`src/verilog/vbd_pkg.sv`:
```
// Shared constants and types for the blanking-data readback bank
package vbd_pkg;

  // ****************************************************************
  // Serial bus subaddresses
  // ****************************************************************
  localparam logic [7:0] VBD_ADDR_FLAG_CLEAR = 8'h1F;
  localparam logic [7:0] VBD_ADDR_FLAGS = 8'h21;
  localparam logic [7:0] VBD_ADDR_CC_ODD_LO = 8'h22;
  localparam logic [7:0] VBD_ADDR_CC_ODD_HI = 8'h23;
  localparam logic [7:0] VBD_ADDR_CC_EVEN_LO = 8'h24;
  localparam logic [7:0] VBD_ADDR_CC_EVEN_HI = 8'h25;
  localparam logic [7:0] VBD_ADDR_CG_ODD_B0 = 8'h26;
  localparam logic [7:0] VBD_ADDR_CG_ODD_B1 = 8'h27;
  localparam logic [7:0] VBD_ADDR_CG_ODD_N2 = 8'h28;
  localparam logic [7:0] VBD_ADDR_CG_EVEN_B0 = 8'h29;
  localparam logic [7:0] VBD_ADDR_CG_EVEN_B1 = 8'h2A;
  localparam logic [7:0] VBD_ADDR_CG_EVEN_N2 = 8'h2B;
  localparam logic [7:0] VBD_ADDR_WS_LO = 8'h2C;
  localparam logic [7:0] VBD_ADDR_WS_HI = 8'h2D;

  // ****************************************************************
  // Device address on the serial bus (value is arbitrary)
  // ****************************************************************
  localparam logic [6:0] VBD_DEV_ADDR = 7'h21;

  // ****************************************************************
  // Capture slots and their flag bit positions
  // ****************************************************************
  localparam int VBD_SLOTS = 5;
  localparam int VBD_SLOT_CC_ODD = 0;
  localparam int VBD_SLOT_CC_EVEN = 1;
  localparam int VBD_SLOT_CG_ODD = 2;
  localparam int VBD_SLOT_CG_EVEN = 3;
  localparam int VBD_SLOT_WS = 4;
  localparam int VBD_FLAG_CC_ODD = 6;
  localparam int VBD_FLAG_CC_EVEN = 5;
  localparam int VBD_FLAG_CG_ODD = 4;
  localparam int VBD_FLAG_CG_EVEN = 3;
  localparam int VBD_FLAG_WS = 0;

  // ****************************************************************
  // Word widths as masks
  // ****************************************************************
  localparam int VBD_WORD_W = 20;
  localparam logic [19:0] VBD_MASK_CC = 20'h0FFFF;
  localparam logic [19:0] VBD_MASK_CG = 20'hFFFFF;
  localparam logic [19:0] VBD_MASK_WS = 20'h01FFF;
  localparam logic [3:0] VBD_BITS_PER_BYTE = 4'h8;

  // ****************************************************************
  // Types
  // ****************************************************************
  typedef struct packed {
    logic stb;
    logic [VBD_WORD_W-1:0] word;
  } vbd_cap_t;

  typedef enum logic [3:0] {
    VBD_IDLE,
    VBD_ADDR,
    VBD_ADDR_ACK,
    VBD_SUB,
    VBD_SUB_ACK,
    VBD_WDATA,
    VBD_WDATA_ACK,
    VBD_RDATA,
    VBD_RDATA_ACK
  } vbd_state_t;

  function automatic logic [19:0] vbd_slot_mask(input int idx);
    if (idx == VBD_SLOT_WS)
      return VBD_MASK_WS;
    else if (idx == VBD_SLOT_CG_ODD || idx == VBD_SLOT_CG_EVEN)
      return VBD_MASK_CG;
    else
      return VBD_MASK_CC;
  endfunction

  function automatic int vbd_slot_flag(input int idx);
    if (idx == VBD_SLOT_CC_ODD)
      return VBD_FLAG_CC_ODD;
    else if (idx == VBD_SLOT_CC_EVEN)
      return VBD_FLAG_CC_EVEN;
    else if (idx == VBD_SLOT_CG_ODD)
      return VBD_FLAG_CG_ODD;
    else if (idx == VBD_SLOT_CG_EVEN)
      return VBD_FLAG_CG_EVEN;
    else
      return VBD_FLAG_WS;
  endfunction

endpackage

```
`src/verilog/vbd_slot.sv`:
```
// One capture buffer with its presence flag
`timescale 1ns/1ps
module vbd_slot
  import vbd_pkg::*;
#(
  parameter logic [19:0] MASK = 20'hFFFFF
)
(
  // Clock and reset
  input wire logic core_clk,
  input wire logic rst,
  // Detector side
  input wire vbd_cap_t cap,
  // Host side
  input wire logic clr,
  output logic [VBD_WORD_W-1:0] word,
  output logic flag
);

  logic [VBD_WORD_W-1:0] word_r;
  logic flag_r;
  wire flag_nxt = cap.stb | (flag_r & ~clr);

  // Buffer has no reset value; undefined bits forced low
  always_ff @(posedge core_clk)
  begin
    if (cap.stb)
      word_r <= cap.word & MASK;
  end

  // Capture wins over a clear in the same cycle
  always_ff @(posedge core_clk)
  begin
    if (rst)
      flag_r <= 1'b0;
    else
      flag_r <= flag_nxt;
  end

  assign word = word_r;
  assign flag = flag_r;

endmodule // vbd_slot

```
`src/verilog/vbd_bank.sv`:
```
// Blanking-data readback bank with its serial control bus slave
`timescale 1ns/1ps
module vbd_bank
  import vbd_pkg::*;
#(
  parameter logic [6:0] DEV_ADDR = VBD_DEV_ADDR
)
(
  // Clock and reset
  input wire logic core_clk,
  input wire logic rst,
  // Detector captures, one per item
  input wire vbd_cap_t [VBD_SLOTS-1:0] cap,
  // Serial control bus, open drain data
  input wire logic scl_in,
  input wire logic sda_in,
  output logic sda_out,
  output logic sda_oe
);

  // ****************************************************************
  // Read multiplexer
  // ****************************************************************
  function automatic logic [7:0] vbd_read_mux(
    input logic [7:0] addr,
    input logic [7:0] flags,
    input logic [VBD_SLOTS*VBD_WORD_W-1:0] words
  );
    logic [VBD_WORD_W-1:0] cco;
    logic [VBD_WORD_W-1:0] cce;
    logic [VBD_WORD_W-1:0] cgo;
    logic [VBD_WORD_W-1:0] cge;
    logic [VBD_WORD_W-1:0] ws;
    cco = words[VBD_SLOT_CC_ODD*VBD_WORD_W +: VBD_WORD_W];
    cce = words[VBD_SLOT_CC_EVEN*VBD_WORD_W +: VBD_WORD_W];
    cgo = words[VBD_SLOT_CG_ODD*VBD_WORD_W +: VBD_WORD_W];
    cge = words[VBD_SLOT_CG_EVEN*VBD_WORD_W +: VBD_WORD_W];
    ws = words[VBD_SLOT_WS*VBD_WORD_W +: VBD_WORD_W];
    if (addr == VBD_ADDR_FLAGS)
      return flags;
    else if (addr == VBD_ADDR_CC_ODD_LO)
      return cco[7:0];
    else if (addr == VBD_ADDR_CC_ODD_HI)
      return cco[15:8];
    else if (addr == VBD_ADDR_CC_EVEN_LO)
      return cce[7:0];
    else if (addr == VBD_ADDR_CC_EVEN_HI)
      return cce[15:8];
    else if (addr == VBD_ADDR_CG_ODD_B0)
      return cgo[7:0];
    else if (addr == VBD_ADDR_CG_ODD_B1)
      return cgo[15:8];
    else if (addr == VBD_ADDR_CG_ODD_N2)
      return {4'h0, cgo[19:16]};
    else if (addr == VBD_ADDR_CG_EVEN_B0)
      return cge[7:0];
    else if (addr == VBD_ADDR_CG_EVEN_B1)
      return cge[15:8];
    else if (addr == VBD_ADDR_CG_EVEN_N2)
      return {4'h0, cge[19:16]};
    else if (addr == VBD_ADDR_WS_LO)
      return ws[7:0];
    else if (addr == VBD_ADDR_WS_HI)
      return {3'h0, ws[12:8]};
    else
      return 8'h00;
  endfunction

  // ****************************************************************
  // Declarations
  // ****************************************************************
  vbd_state_t state_r;
  logic scl_d_r;
  logic sda_d_r;
  logic [7:0] rx_r;
  logic [7:0] tx_r;
  logic [3:0] cnt_r;
  logic [7:0] ptr_r;
  logic rw_r;
  logic nack_r;
  logic sda_oe_r;
  logic sda_out_r;
  logic clr_stb_r;
  logic [7:0] clr_bits_r;
  logic [VBD_SLOTS-1:0] slot_flag;
  logic [VBD_SLOTS*VBD_WORD_W-1:0] slot_words;
  logic [7:0] flag_byte;

  // ****************************************************************
  // Capture slots
  // ****************************************************************
  genvar gi;
  generate
    for (gi = 0; gi < VBD_SLOTS; gi = gi + 1)
    begin : g_slot
      vbd_slot #(
        .MASK(vbd_slot_mask(gi))
      ) u_slot (
        .core_clk(core_clk),
        .rst(rst),
        .cap(cap[gi]),
        .clr(clr_stb_r & clr_bits_r[vbd_slot_flag(gi)]),
        .word(slot_words[gi*VBD_WORD_W +: VBD_WORD_W]),
        .flag(slot_flag[gi])
      );
    end
  endgenerate

  assign flag_byte = {1'b0,
                      slot_flag[VBD_SLOT_CC_ODD],
                      slot_flag[VBD_SLOT_CC_EVEN],
                      slot_flag[VBD_SLOT_CG_ODD],
                      slot_flag[VBD_SLOT_CG_EVEN],
                      2'b00,
                      slot_flag[VBD_SLOT_WS]};

  // ****************************************************************
  // Bus condition decode
  // ****************************************************************
  wire scl_rise = scl_in & ~scl_d_r;
  wire scl_fall = ~scl_in & scl_d_r;
  wire bus_start = scl_in & scl_d_r & sda_d_r & ~sda_in;
  wire bus_stop = scl_in & scl_d_r & ~sda_d_r & sda_in;
  wire byte_full = (cnt_r == VBD_BITS_PER_BYTE);
  wire addr_hit = (rx_r[7:1] == DEV_ADDR);
  wire [7:0] rd_byte = vbd_read_mux(ptr_r, flag_byte, slot_words);
  wire is_clear_wr = (ptr_r == VBD_ADDR_FLAG_CLEAR);
  wire rx_state = (state_r == VBD_ADDR) || (state_r == VBD_SUB) ||
                  (state_r == VBD_WDATA) || (state_r == VBD_RDATA);

  // ****************************************************************
  // Line history
  // ****************************************************************
  always_ff @(posedge core_clk)
  begin
    if (rst)
    begin
      scl_d_r <= 1'b1;
      sda_d_r <= 1'b1;
    end
    else
    begin
      scl_d_r <= scl_in;
      sda_d_r <= sda_in;
    end
  end

  // ****************************************************************
  // Bit counter and receive shifter
  // ****************************************************************
  always_ff @(posedge core_clk)
  begin
    if (rst)
    begin
      rx_r <= 8'h00;
      cnt_r <= 4'h0;
      nack_r <= 1'b0;
    end
    else if (bus_start)
      cnt_r <= 4'h0;
    else if (scl_rise && rx_state)
    begin
      rx_r <= {rx_r[6:0], sda_in};
      cnt_r <= cnt_r + 4'h1;
    end
    else if (scl_rise && state_r == VBD_RDATA_ACK)
      nack_r <= sda_in;
    else if (scl_fall && !rx_state)
      cnt_r <= 4'h0;
  end

  // ****************************************************************
  // Flag clear strobe, one cycle per byte written to the clear register
  // ****************************************************************
  always_ff @(posedge core_clk)
  begin
    if (rst)
    begin
      clr_stb_r <= 1'b0;
      clr_bits_r <= 8'h00;
    end
    else
    begin
      clr_stb_r <= scl_fall && state_r == VBD_WDATA && byte_full && is_clear_wr;
      clr_bits_r <= rx_r;
    end
  end

  // ****************************************************************
  // Protocol state machine
  // ****************************************************************
  always_ff @(posedge core_clk)
  begin
    if (rst)
    begin
      state_r <= VBD_IDLE;
      sda_oe_r <= 1'b0;
      sda_out_r <= 1'b0;
      tx_r <= 8'h00;
      ptr_r <= 8'h00;
      rw_r <= 1'b0;
    end
    else if (bus_start)
    begin
      state_r <= VBD_ADDR;
      sda_oe_r <= 1'b0;
    end
    else if (bus_stop)
    begin
      state_r <= VBD_IDLE;
      sda_oe_r <= 1'b0;
    end
    else if (scl_fall)
    begin
      case (state_r)
        VBD_ADDR:
          if (byte_full)
          begin
            if (addr_hit)
            begin
              state_r <= VBD_ADDR_ACK;
              rw_r <= rx_r[0];
              sda_oe_r <= 1'b1;
            end
            else
              state_r <= VBD_IDLE;
          end
        VBD_ADDR_ACK:
          if (rw_r)
          begin
            state_r <= VBD_RDATA;
            tx_r <= rd_byte;
            sda_oe_r <= ~rd_byte[7];
            ptr_r <= ptr_r + 8'h01;
          end
          else
          begin
            state_r <= VBD_SUB;
            sda_oe_r <= 1'b0;
          end
        VBD_SUB:
          if (byte_full)
          begin
            state_r <= VBD_SUB_ACK;
            ptr_r <= rx_r;
            sda_oe_r <= 1'b1;
          end
        VBD_SUB_ACK:
        begin
          state_r <= VBD_WDATA;
          sda_oe_r <= 1'b0;
        end
        VBD_WDATA:
          if (byte_full)
          begin
            // Only the clear register acts; buffer writes are dropped
            state_r <= VBD_WDATA_ACK;
            ptr_r <= ptr_r + 8'h01;
            sda_oe_r <= 1'b1;
          end
        VBD_WDATA_ACK:
        begin
          state_r <= VBD_WDATA;
          sda_oe_r <= 1'b0;
        end
        VBD_RDATA:
          if (byte_full)
          begin
            state_r <= VBD_RDATA_ACK;
            sda_oe_r <= 1'b0;
          end
          else
          begin
            tx_r <= {tx_r[6:0], 1'b0};
            sda_oe_r <= ~tx_r[6];
          end
        VBD_RDATA_ACK:
          if (!nack_r)
          begin
            state_r <= VBD_RDATA;
            tx_r <= rd_byte;
            sda_oe_r <= ~rd_byte[7];
            ptr_r <= ptr_r + 8'h01;
          end
          else
          begin
            state_r <= VBD_IDLE;
            sda_oe_r <= 1'b0;
          end
        default:
          sda_oe_r <= 1'b0;
      endcase
    end
  end

  assign sda_oe = sda_oe_r;
  assign sda_out = sda_out_r;

endmodule // vbd_bank

```
`config.mk`:
```
export PLATFORM = sky130hd
export DESIGN_NAME = vbd_bank
export DESIGN_NICKNAME = d
export VERILOG_FILES = /design/src/verilog/vbd_pkg.sv /design/src/verilog/vbd_slot.sv /design/src/verilog/vbd_bank.sv
export SDC_FILE = /design/constraint.sdc
export NUM_CORES = 1
export LEC_CHECK = 0
export CAP_MARGIN = 10
export CORE_ASPECT_RATIO = 0.7
export CORE_MARGIN = 2
export CORE_UTILIZATION = 55
export DETAILED_ROUTE_END_ITERATION = 16
export DONT_BUFFER_PORTS = 1
export PLACE_DENSITY = 0.73
export SLEW_MARGIN = 15
export SYNTH_ARGS = -nofsm -noshare
export SYNTH_HDL_FRONTEND = slang
export SYNTH_HIERARCHICAL = 1
export SYNTH_SLANG_ARGS = --single-unit
```
`constraint.sdc`:
```
create_clock -name core_clk -period 2.6 [get_ports core_clk]
set_input_delay 0.13 -clock core_clk [delete_from_list [all_inputs] [get_ports core_clk]]
set_output_delay 0.13 -clock core_clk [all_outputs]
set_load 0.1 [all_outputs]
```
# --- After elaboration in Yosys (flattened, before gate mapping) ---
# Cells that the tools add are included.
word_totals:
  mem_bits_rw: 0
  regBits: 134
  input_bits: 109
  elab_cells: 171
  memories: 0
  rom_bits: 0
  out_inout_bits: 2
  latch_bits: 0
classes:
  mux: 43
  add_sub_neg: 2
  div: 0
  bitwise_logic: 36
  multipliers: 0
  n_eq_ne: 38
  shifts: 0
  n_reduce_logical: 29
  n_lt_le_gt_ge: 0
ops:
  columns: ["cell", "n"]
  rows:
  - ["8-bit two-way mux", 16]
  - ["8-bit by 6-bit == test with 1-bit output (second input constant)", 13]
  - ["8-bit one-hot mux with 4 select lines", 1]
  - ["4-bit two-way mux", 7]
  - ["4-bit one-hot mux with 7 select lines", 1]
  - ["7-bit two-way mux", 3]
  - ["7-bit one-hot mux with 3 select lines", 1]
  - ["2-bit inequality test (second input constant)", 9]
  - ["6-bit AND reduction", 3]
  - ["1-bit bitwise AND", 17]
  - ["4-bit by 3-bit == test with 1-bit output (second input constant)", 4]
  - ["4-bit inequality test (second input constant)", 4]
  - ["1-bit inverter", 14]
  - ["1-bit two-way mux", 9]
  - ["9-bit nonzero test", 1]
  - ["8-bit by 1-bit adder with 8-bit output (second input constant)", 1]
  - ["4-bit by 2-bit == test with 1-bit output (second input constant)", 2]
  - ["4-bit == test (second input constant)", 2]
  - ["8-bit by 5-bit == test with 1-bit output (second input constant)", 1]
  - ["8-bit AND reduction", 1]
  - ["7-bit by 6-bit == test with 1-bit output (second input constant)", 1]
  - ["7-bit AND reduction", 1]
  - ["7-bit nonzero test", 1]
  - ["1-bit logical AND", 6]
  - ["18 further kinds", 29]

# --- Logic depth before layout (Yosys ltp) ---
logic_depth:
  ltp_word: 17
  depth_mapped: 11
  depth_no_buf: 8

# --- Hierarchy ---
# Netlist, hierarchy kept.
by_module_without_submodules:
  columns: ["mod", "cells_per_inst", "seq_area_each_um2", "area_each_um2", "instances"]
  rows:
  - ["vbd_bank", 518, 840.8, 3639.7, 1]
  - ["vbd_slot (g_slot[2].u_slot ...)", 24, 620.6, 639.4, 2]
  - ["vbd_slot (g_slot[0].u_slot ...)", 25, 500.5, 553.0, 2]
  - ["vbd_slot (g_slot[4].u_slot)", 25, 410.4, 485.5, 1]

# --- Least setup slack after synthesis ---
# No wires, ideal clock.
synth_path:
  path_type: "register to register"
  from: "reg ptr_r[0]"
  to: "reg tx_r[2]"
  arrival_time_ps: 1976
  t_required_ps: 2462
  path_stages_with_launch: 10
  period_less_slack_ps: 2115
  path_buffers: 2
  slack_ps: 485
  setup_time_ps: 138
  path_cell_list: "dfxtp_1 inv_1 ha_1 clkbuf_1 clkbuf_1 o311a_1 a2111oi_0 o21ai_0 a21oi_1 a221oi_1"
synth_via:
  elab_chain_len: 16
  word_cells_on_any_way: 29
  classes_between: "eq/ne: 13; mux: 16"
synth_rtl:
  columns: ["item", "line_no", "source"]
  rows:
  - ["start, declared", "vbd_bank.sv:78", "logic [7:0] ptr_r;"]
  - ["start signal, assigned", "vbd_bank.sv:234", "ptr_r <= ptr_r + 8'h01;"]
  - ["start signal, assigned", "vbd_bank.sv:245", "ptr_r <= rx_r;"]
  - ["start signal, assigned", "vbd_bank.sv:258", "ptr_r <= ptr_r + 8'h01;"]
  - ["8-bit by 6-bit == test with 1-bit output", "vbd_bank.sv:63", "else if (addr == VBD_ADDR_WS_HI)"]
  - ["5-bit two-way mux", "vbd_bank.sv:63", null]
  - ["8-bit two-way mux", "vbd_bank.sv:61", "else if (addr == VBD_ADDR_WS_LO)"]
  - ["8-bit two-way mux", "vbd_bank.sv:59", "else if (addr == VBD_ADDR_CG_EVEN_N2)"]
  - ["8-bit two-way mux", "vbd_bank.sv:57", "else if (addr == VBD_ADDR_CG_EVEN_B1)"]
  - ["8-bit two-way mux", "vbd_bank.sv:55", "else if (addr == VBD_ADDR_CG_EVEN_B0)"]
  - ["8-bit two-way mux", "vbd_bank.sv:53", "else if (addr == VBD_ADDR_CG_ODD_N2)"]
  - ["8-bit two-way mux", "vbd_bank.sv:51", "else if (addr == VBD_ADDR_CG_ODD_B1)"]
  - ["8-bit two-way mux", "vbd_bank.sv:49", "else if (addr == VBD_ADDR_CG_ODD_B0)"]
  - ["8-bit two-way mux", "vbd_bank.sv:47", "else if (addr == VBD_ADDR_CC_EVEN_HI)"]
  - ["8-bit two-way mux", "vbd_bank.sv:45", "else if (addr == VBD_ADDR_CC_EVEN_LO)"]
  - ["8-bit two-way mux", "vbd_bank.sv:43", "else if (addr == VBD_ADDR_CC_ODD_HI)"]
  - ["8-bit two-way mux", "vbd_bank.sv:41", "else if (addr == VBD_ADDR_CC_ODD_LO)"]
  - ["8-bit two-way mux (*)", "vbd_bank.sv:39", "if (addr == VBD_ADDR_FLAGS)"]
  - ["7-bit two-way mux (on tied branches)", "vbd_bank.sv:278, vbd_bank.sv:229", null]
  - ["7-bit one-hot mux with 3 select lines (*)", "vbd_bank.sv:215", "case (state_r)"]
  - ["end signal, assigned", "vbd_bank.sv:232", "tx_r <= rd_byte;"]
  - ["end signal, assigned", "vbd_bank.sv:274", "tx_r <= {tx_r[6:0], 1'b0};"]
  - ["end signal, assigned", "vbd_bank.sv:281", "tx_r <= rd_byte;"]
  - ["end, declared", "vbd_bank.sv:76", "logic [7:0] tx_r;"]
# Every way passes the cells marked *; elsewhere a longest branch is shown, timed or not. The select of a mux whose other input is x is not followed.
# A chain may end at the register's enable or synchronous reset.

# --- Final worst setup path ---
layout_path:
  from: "reg ptr_r[3]"
  to: "reg tx_r[2]"
# The elaborated chain is that of the path after synthesis.

==> flow_results.xml <==
<?xml version="1.0" encoding="UTF-8"?>
<metrics>
  <group name="timing">
    <metric name="worst-slew-pin-transition" unit="ps">1150</metric>
    <metric name="setup-violations-final" unit="">0</metric>
    <metric name="timing.final.crit_share" unit="">0.9591</metric>
    <metric name="finalSetupTns" unit="ps">0</metric>
    <metric name="final-max-slew-violation-count" unit="">0</metric>
    <metric name="rsz0062_at_grt" unit="">no</metric>
    <metric name="final.setup_skew" unit="ps">9.055</metric>
    <metric name="maxSlewHeadroom" unit="">0.2309</metric>
    <metric name="post-route-worst-setup-slack" unit="ps">106.3</metric>
    <metric name="hold_slack" unit="ps">5.529</metric>
    <metric name="fmax" unit="MHz">401.0</metric>
    <metric name="layout_min_cycle_time" unit="ps">2494</metric>
    <metric name="final-hold-violation-count" unit="">0</metric>
  </group>
  <group name="flow_run">
    <metric name="cap_violations" unit="">0</metric>
  </group>
  <group name="layout">
    <metric name="syn_to_final_growth" unit="%">29.02</metric>
    <metric name="area.sequential" unit="mm2">0.003493</metric>
    <metric name="fillCellCount" unit="">730</metric>
    <metric name="multi_input_comb_area" unit="mm2">0.002620</metric>
    <metric name="share_of_cells_above_drive_strength_1" unit="">0.1092</metric>
    <metric name="final_nets" unit="">844</metric>
  </group>
  <group name="power">
    <metric name="leakage_power_summed_over_all_cells" unit="nW">2.933</metric>
    <metric name="switching_share" unit="">0.2197</metric>
    <metric name="seqPwrFrac" unit="">0.470</metric>
    <metric name="power.share.clock" unit="">0.480</metric>
    <metric name="intPower" unit="mW">4.021</metric>
    <metric name="power_per_cell_area" unit="mW/mm2">625.5</metric>
    <metric name="share_comb_of_total_power" unit="">0.050</metric>
    <metric name="net-switching-power" unit="mW">1.132</metric>
    <metric name="ir_worst_vdd" unit="mV">0.6128</metric>
  </group>
  <group name="drt">
    <metric name="post_drt_via_cell_ratio" unit="">6.305</metric>
    <metric name="final_antenna_net_count" unit="">0</metric>
    <metric name="wirelength" unit="mm">18.89</metric>
    <metric name="detailedRoute.firstPassIterationCount" unit="">6</metric>
    <metric name="dr_total_vias" unit="">5649</metric>
    <metric name="detail_route.drc_violations" unit="">0</metric>
    <metric name="routed_wire_length_per_instance" unit="um">21.08</metric>
    <metric name="drt-initial-drc-count" unit="">732</metric>
  </group>
  <group name="setup_path">
    <metric name="crit_buf_inv" unit="">0</metric>
    <metric name="rrSetupSlack" unit="ps">110</metric>
    <metric name="crit_arrival" unit="ps">2800</metric>
    <metric name="worst_path_largest_cell_delay" unit="ps">650</metric>
    <metric name="endpoint_kind" unit="">register</metric>
    <metric name="critical_path.slowest_cell" unit="">sky130_fd_sc_hd__dfxtp_1</metric>
    <metric name="crit_family" unit="">compound AO/OA/AOI/OAI gates</metric>
    <metric name="crit_path_start_kind" unit="">register</metric>
    <metric name="worstPathRequired" unit="ps">2910</metric>
    <metric name="setup.worst_path.class" unit="">reg -&gt; reg</metric>
    <metric name="worstPathMaxFanout" unit="">15</metric>
    <metric name="worstReg2RegStart" unit="">ptr_r[3]</metric>
    <metric name="capturing_point_of_the_worst_reg2reg_path" unit="">tx_r[2]</metric>
    <metric name="timing.critical_path.cells" unit="">and4bb_1 -&gt; nand2_1 -&gt; a2111oi_0 -&gt; o21ai_0 -&gt; a21oi_1 -&gt; a221oi_1</metric>
    <metric name="rr_worst_depth" unit="">6</metric>
    <metric name="worstSetupStartpoint" unit="">ptr_r[3]</metric>
  </group>
  <group name="die">
    <metric name="die_height" unit="um">94.16</metric>
    <metric name="floorplan.rows" unit="">32</metric>
    <metric name="core_area" unit="mm2">0.01117</metric>
    <metric name="die_area" unit="mm2">0.01250</metric>
    <metric name="die_w" unit="um">132.8</metric>
    <metric name="io-pin-count" unit="">111</metric>
    <metric name="initial_utilization" unit="">0.5717</metric>
  </group>
  <group name="global_routing">
    <metric name="maximum_number_of_pins_on_one_net_before_global_route_repair" unit="">41</metric>
    <metric name="first_global_vias" unit="">5395</metric>
    <metric name="grt_pass1_wl" unit="mm">29.53</metric>
    <metric name="grt_antenna_before_repair" unit="">1</metric>
    <metric name="global_route.usage.total" unit="">0.3163</metric>
    <metric name="globalRoute.totalOverflow" unit="">0</metric>
  </group>
  <group name="place">
    <metric name="gp_routability_congestion" unit="">0.9594</metric>
    <metric name="hpwl" unit="mm">11.78</metric>
    <metric name="number_of_input_and_output_port_buffers_inserted" unit="">0</metric>
    <metric name="preCtsSetupSlack" unit="ps">217.0</metric>
  </group>
  <group name="clocking">
    <metric name="htree_num_levels" unit="">4</metric>
    <metric name="cts_bufs_inserted" unit="">17</metric>
    <metric name="tritoncts_clock_tree" unit="">built</metric>
    <metric name="cts.sink_count" unit="">132</metric>
    <metric name="clk_pin_slew" unit="ps">60</metric>
    <metric name="clock_tree.root_cell" unit="">sky130_fd_sc_hd__clkbuf_16</metric>
    <metric name="worst_skew_pair_latency" unit="ps">430</metric>
    <metric name="clockBufferDepth" unit="">2</metric>
  </group>
  <group name="min_path">
    <metric name="min_delay_path_depth" unit="">3</metric>
    <metric name="worstHoldPathType" unit="">in -&gt; reg</metric>
    <metric name="worstHoldStart" unit="">scl_in</metric>
    <metric name="worstHoldEndpoint" unit="">nack_r</metric>
  </group>
  <group name="status">
    <metric name="run_status" unit="">finished, final reports clean</metric>
  </group>
  <group name="yosys">
    <metric name="syn-cell-area" unit="mm2">0.006386</metric>
    <metric name="post_synthesis_instance_total" unit="">623</metric>
    <metric name="syn-mean-instance-area" unit="um2">10.25</metric>
    <metric name="syn-num-nets" unit="">738</metric>
    <metric name="synth_warnings" unit="">6</metric>
  </group>
</metrics>
## power groups by stage
stage / Combinational (mW) / Clock [mW] / Sequential (mW)
floorplan: 0.0785 / 0 / 2.44
global placement: 0.0862 / 0 / 2.46
detailed placement: 0.0893 / 0 / 2.46
CTS: 0.247 / 2.48 / 2.42
global route: 0.274 / 2.59 / 2.43
finish: 0.256 / 2.47 / 2.42
## worst register-to-register path, delay by kind of cell, from the launching register on
family,cells,cell delay (ps)
flip-flops,1,650
AND/OR/NAND/NOR,2,570
AO/OA/AOI/OAI,4,1150
## placed cells by master (no fill, tap or decap), types with 4 or more instances in the layout
master	instances
sky130_fd_sc_hd__dlygate4sd3_1	94
sky130_fd_sc_hd__a221oi_1	5
sky130_fd_sc_hd__o31ai_1	5
sky130_fd_sc_hd__a21oi_1	59
sky130_fd_sc_hd__nor2_1	40
sky130_fd_sc_hd__nor2b_1	16
sky130_fd_sc_hd__edfxtp_1	85
sky130_fd_sc_hd__dfxtp_1	47
sky130_fd_sc_hd__a31oi_1	7
sky130_fd_sc_hd__mux2i_1	7
sky130_fd_sc_hd__o211ai_1	9
sky130_fd_sc_hd__buf_4	32
sky130_fd_sc_hd__clkbuf_16	17
sky130_fd_sc_hd__nand2b_1	13
sky130_fd_sc_hd__a211oi_1	9
sky130_fd_sc_hd__nor3_1	17
sky130_fd_sc_hd__nand2_1	60
sky130_fd_sc_hd__clkinv_4	5
sky130_fd_sc_hd__o221ai_1	4
sky130_fd_sc_hd__nand4_1	5
sky130_fd_sc_hd__ha_1	6
sky130_fd_sc_hd__o21a_1	5
sky130_fd_sc_hd__inv_1	27
sky130_fd_sc_hd__o21ai_0	33
sky130_fd_sc_hd__o22ai_1	8
sky130_fd_sc_hd__nor3b_1	4
sky130_fd_sc_hd__a21oi_2	5
sky130_fd_sc_hd__nand3_1	14
sky130_fd_sc_hd__a211o_1	4
sky130_fd_sc_hd__inv_6	4
sky130_fd_sc_hd__nand3b_1	8
sky130_fd_sc_hd__and2_1	7
sky130_fd_sc_hd__and3_1	8
## through the flow
| stage | total power, mW | instances | cell area (um2) | util |
|---|---|---|---|---|
| floorplan | 2.517 | 623 | 6386 | - |
| global placement | 2.545 | 768 | 6654 | 0.5957 |
| detailed placement | 2.548 | 768 | 6654 | 0.5957 |
| CTS | 5.145 | 895 | 8224 | 0.7362 |
| global route | 5.297 | 896 | 8239 | 0.7376 |
| finish | 5.153 | 896 | 8239 | 0.7376 |
## worst max-delay path by stage
stage | slack [ps] | to | depth (start not counted)
global placement | 260 | tx_r[4] | 6
floorplan | 490 | tx_r[2] | 9
finish | 110 | tx_r[2] | 6
CTS | 200 | tx_r[3] | 8
detailed placement | 220 | tx_r[3] | 8
global route | 7 | tx_r[4] | 6
## per-layer routing
| layer | global-route usage | routed length (um) |
|---|---|---|
| met3 | 0.1203 | 2416 |
| met5 | 0 | 0 |
| met4 | 0.09677 | 412 |
| met2 | 0.4801 | 8303 |
| met1 | 0.4221 | 7753 |
## state kept, by name, indices dropped and copies added, names as in the netlist, 4 cells and up
signal,count
g_slot.u_slot/word,85
tx_r,7
rx_r,8
ptr_r,8
clr_bits_r,5
state_r,4
g_slot.u_slot/flag,5
cnt_r,4
## layout make-up
| cell class | count | share of cell area |
|---|---|---|
| repair buffers | 128 | 0.1482 |
| well taps | 153 | 0.02323 |
| diodes | 1 | 0.0003037 |
| inverters | 27 | 0.01230 |
| clock buffers | 19 | 0.05254 |
| flip-flops and latches | 132 | 0.4240 |
| clock inverters | 13 | 0.02141 |
| multi-input cells | 423 | 0.3180 |
## what timing repair did
action | CTS | global route
endpoints found under the setup margin | 0 | 2
gates resized for setup | 0 | 2
hold buffers | 95 | 0
setup buffers | 0 | 0
endpoints found under the hold margin | 212 | 0
Power figures use the tool's default switching activity.
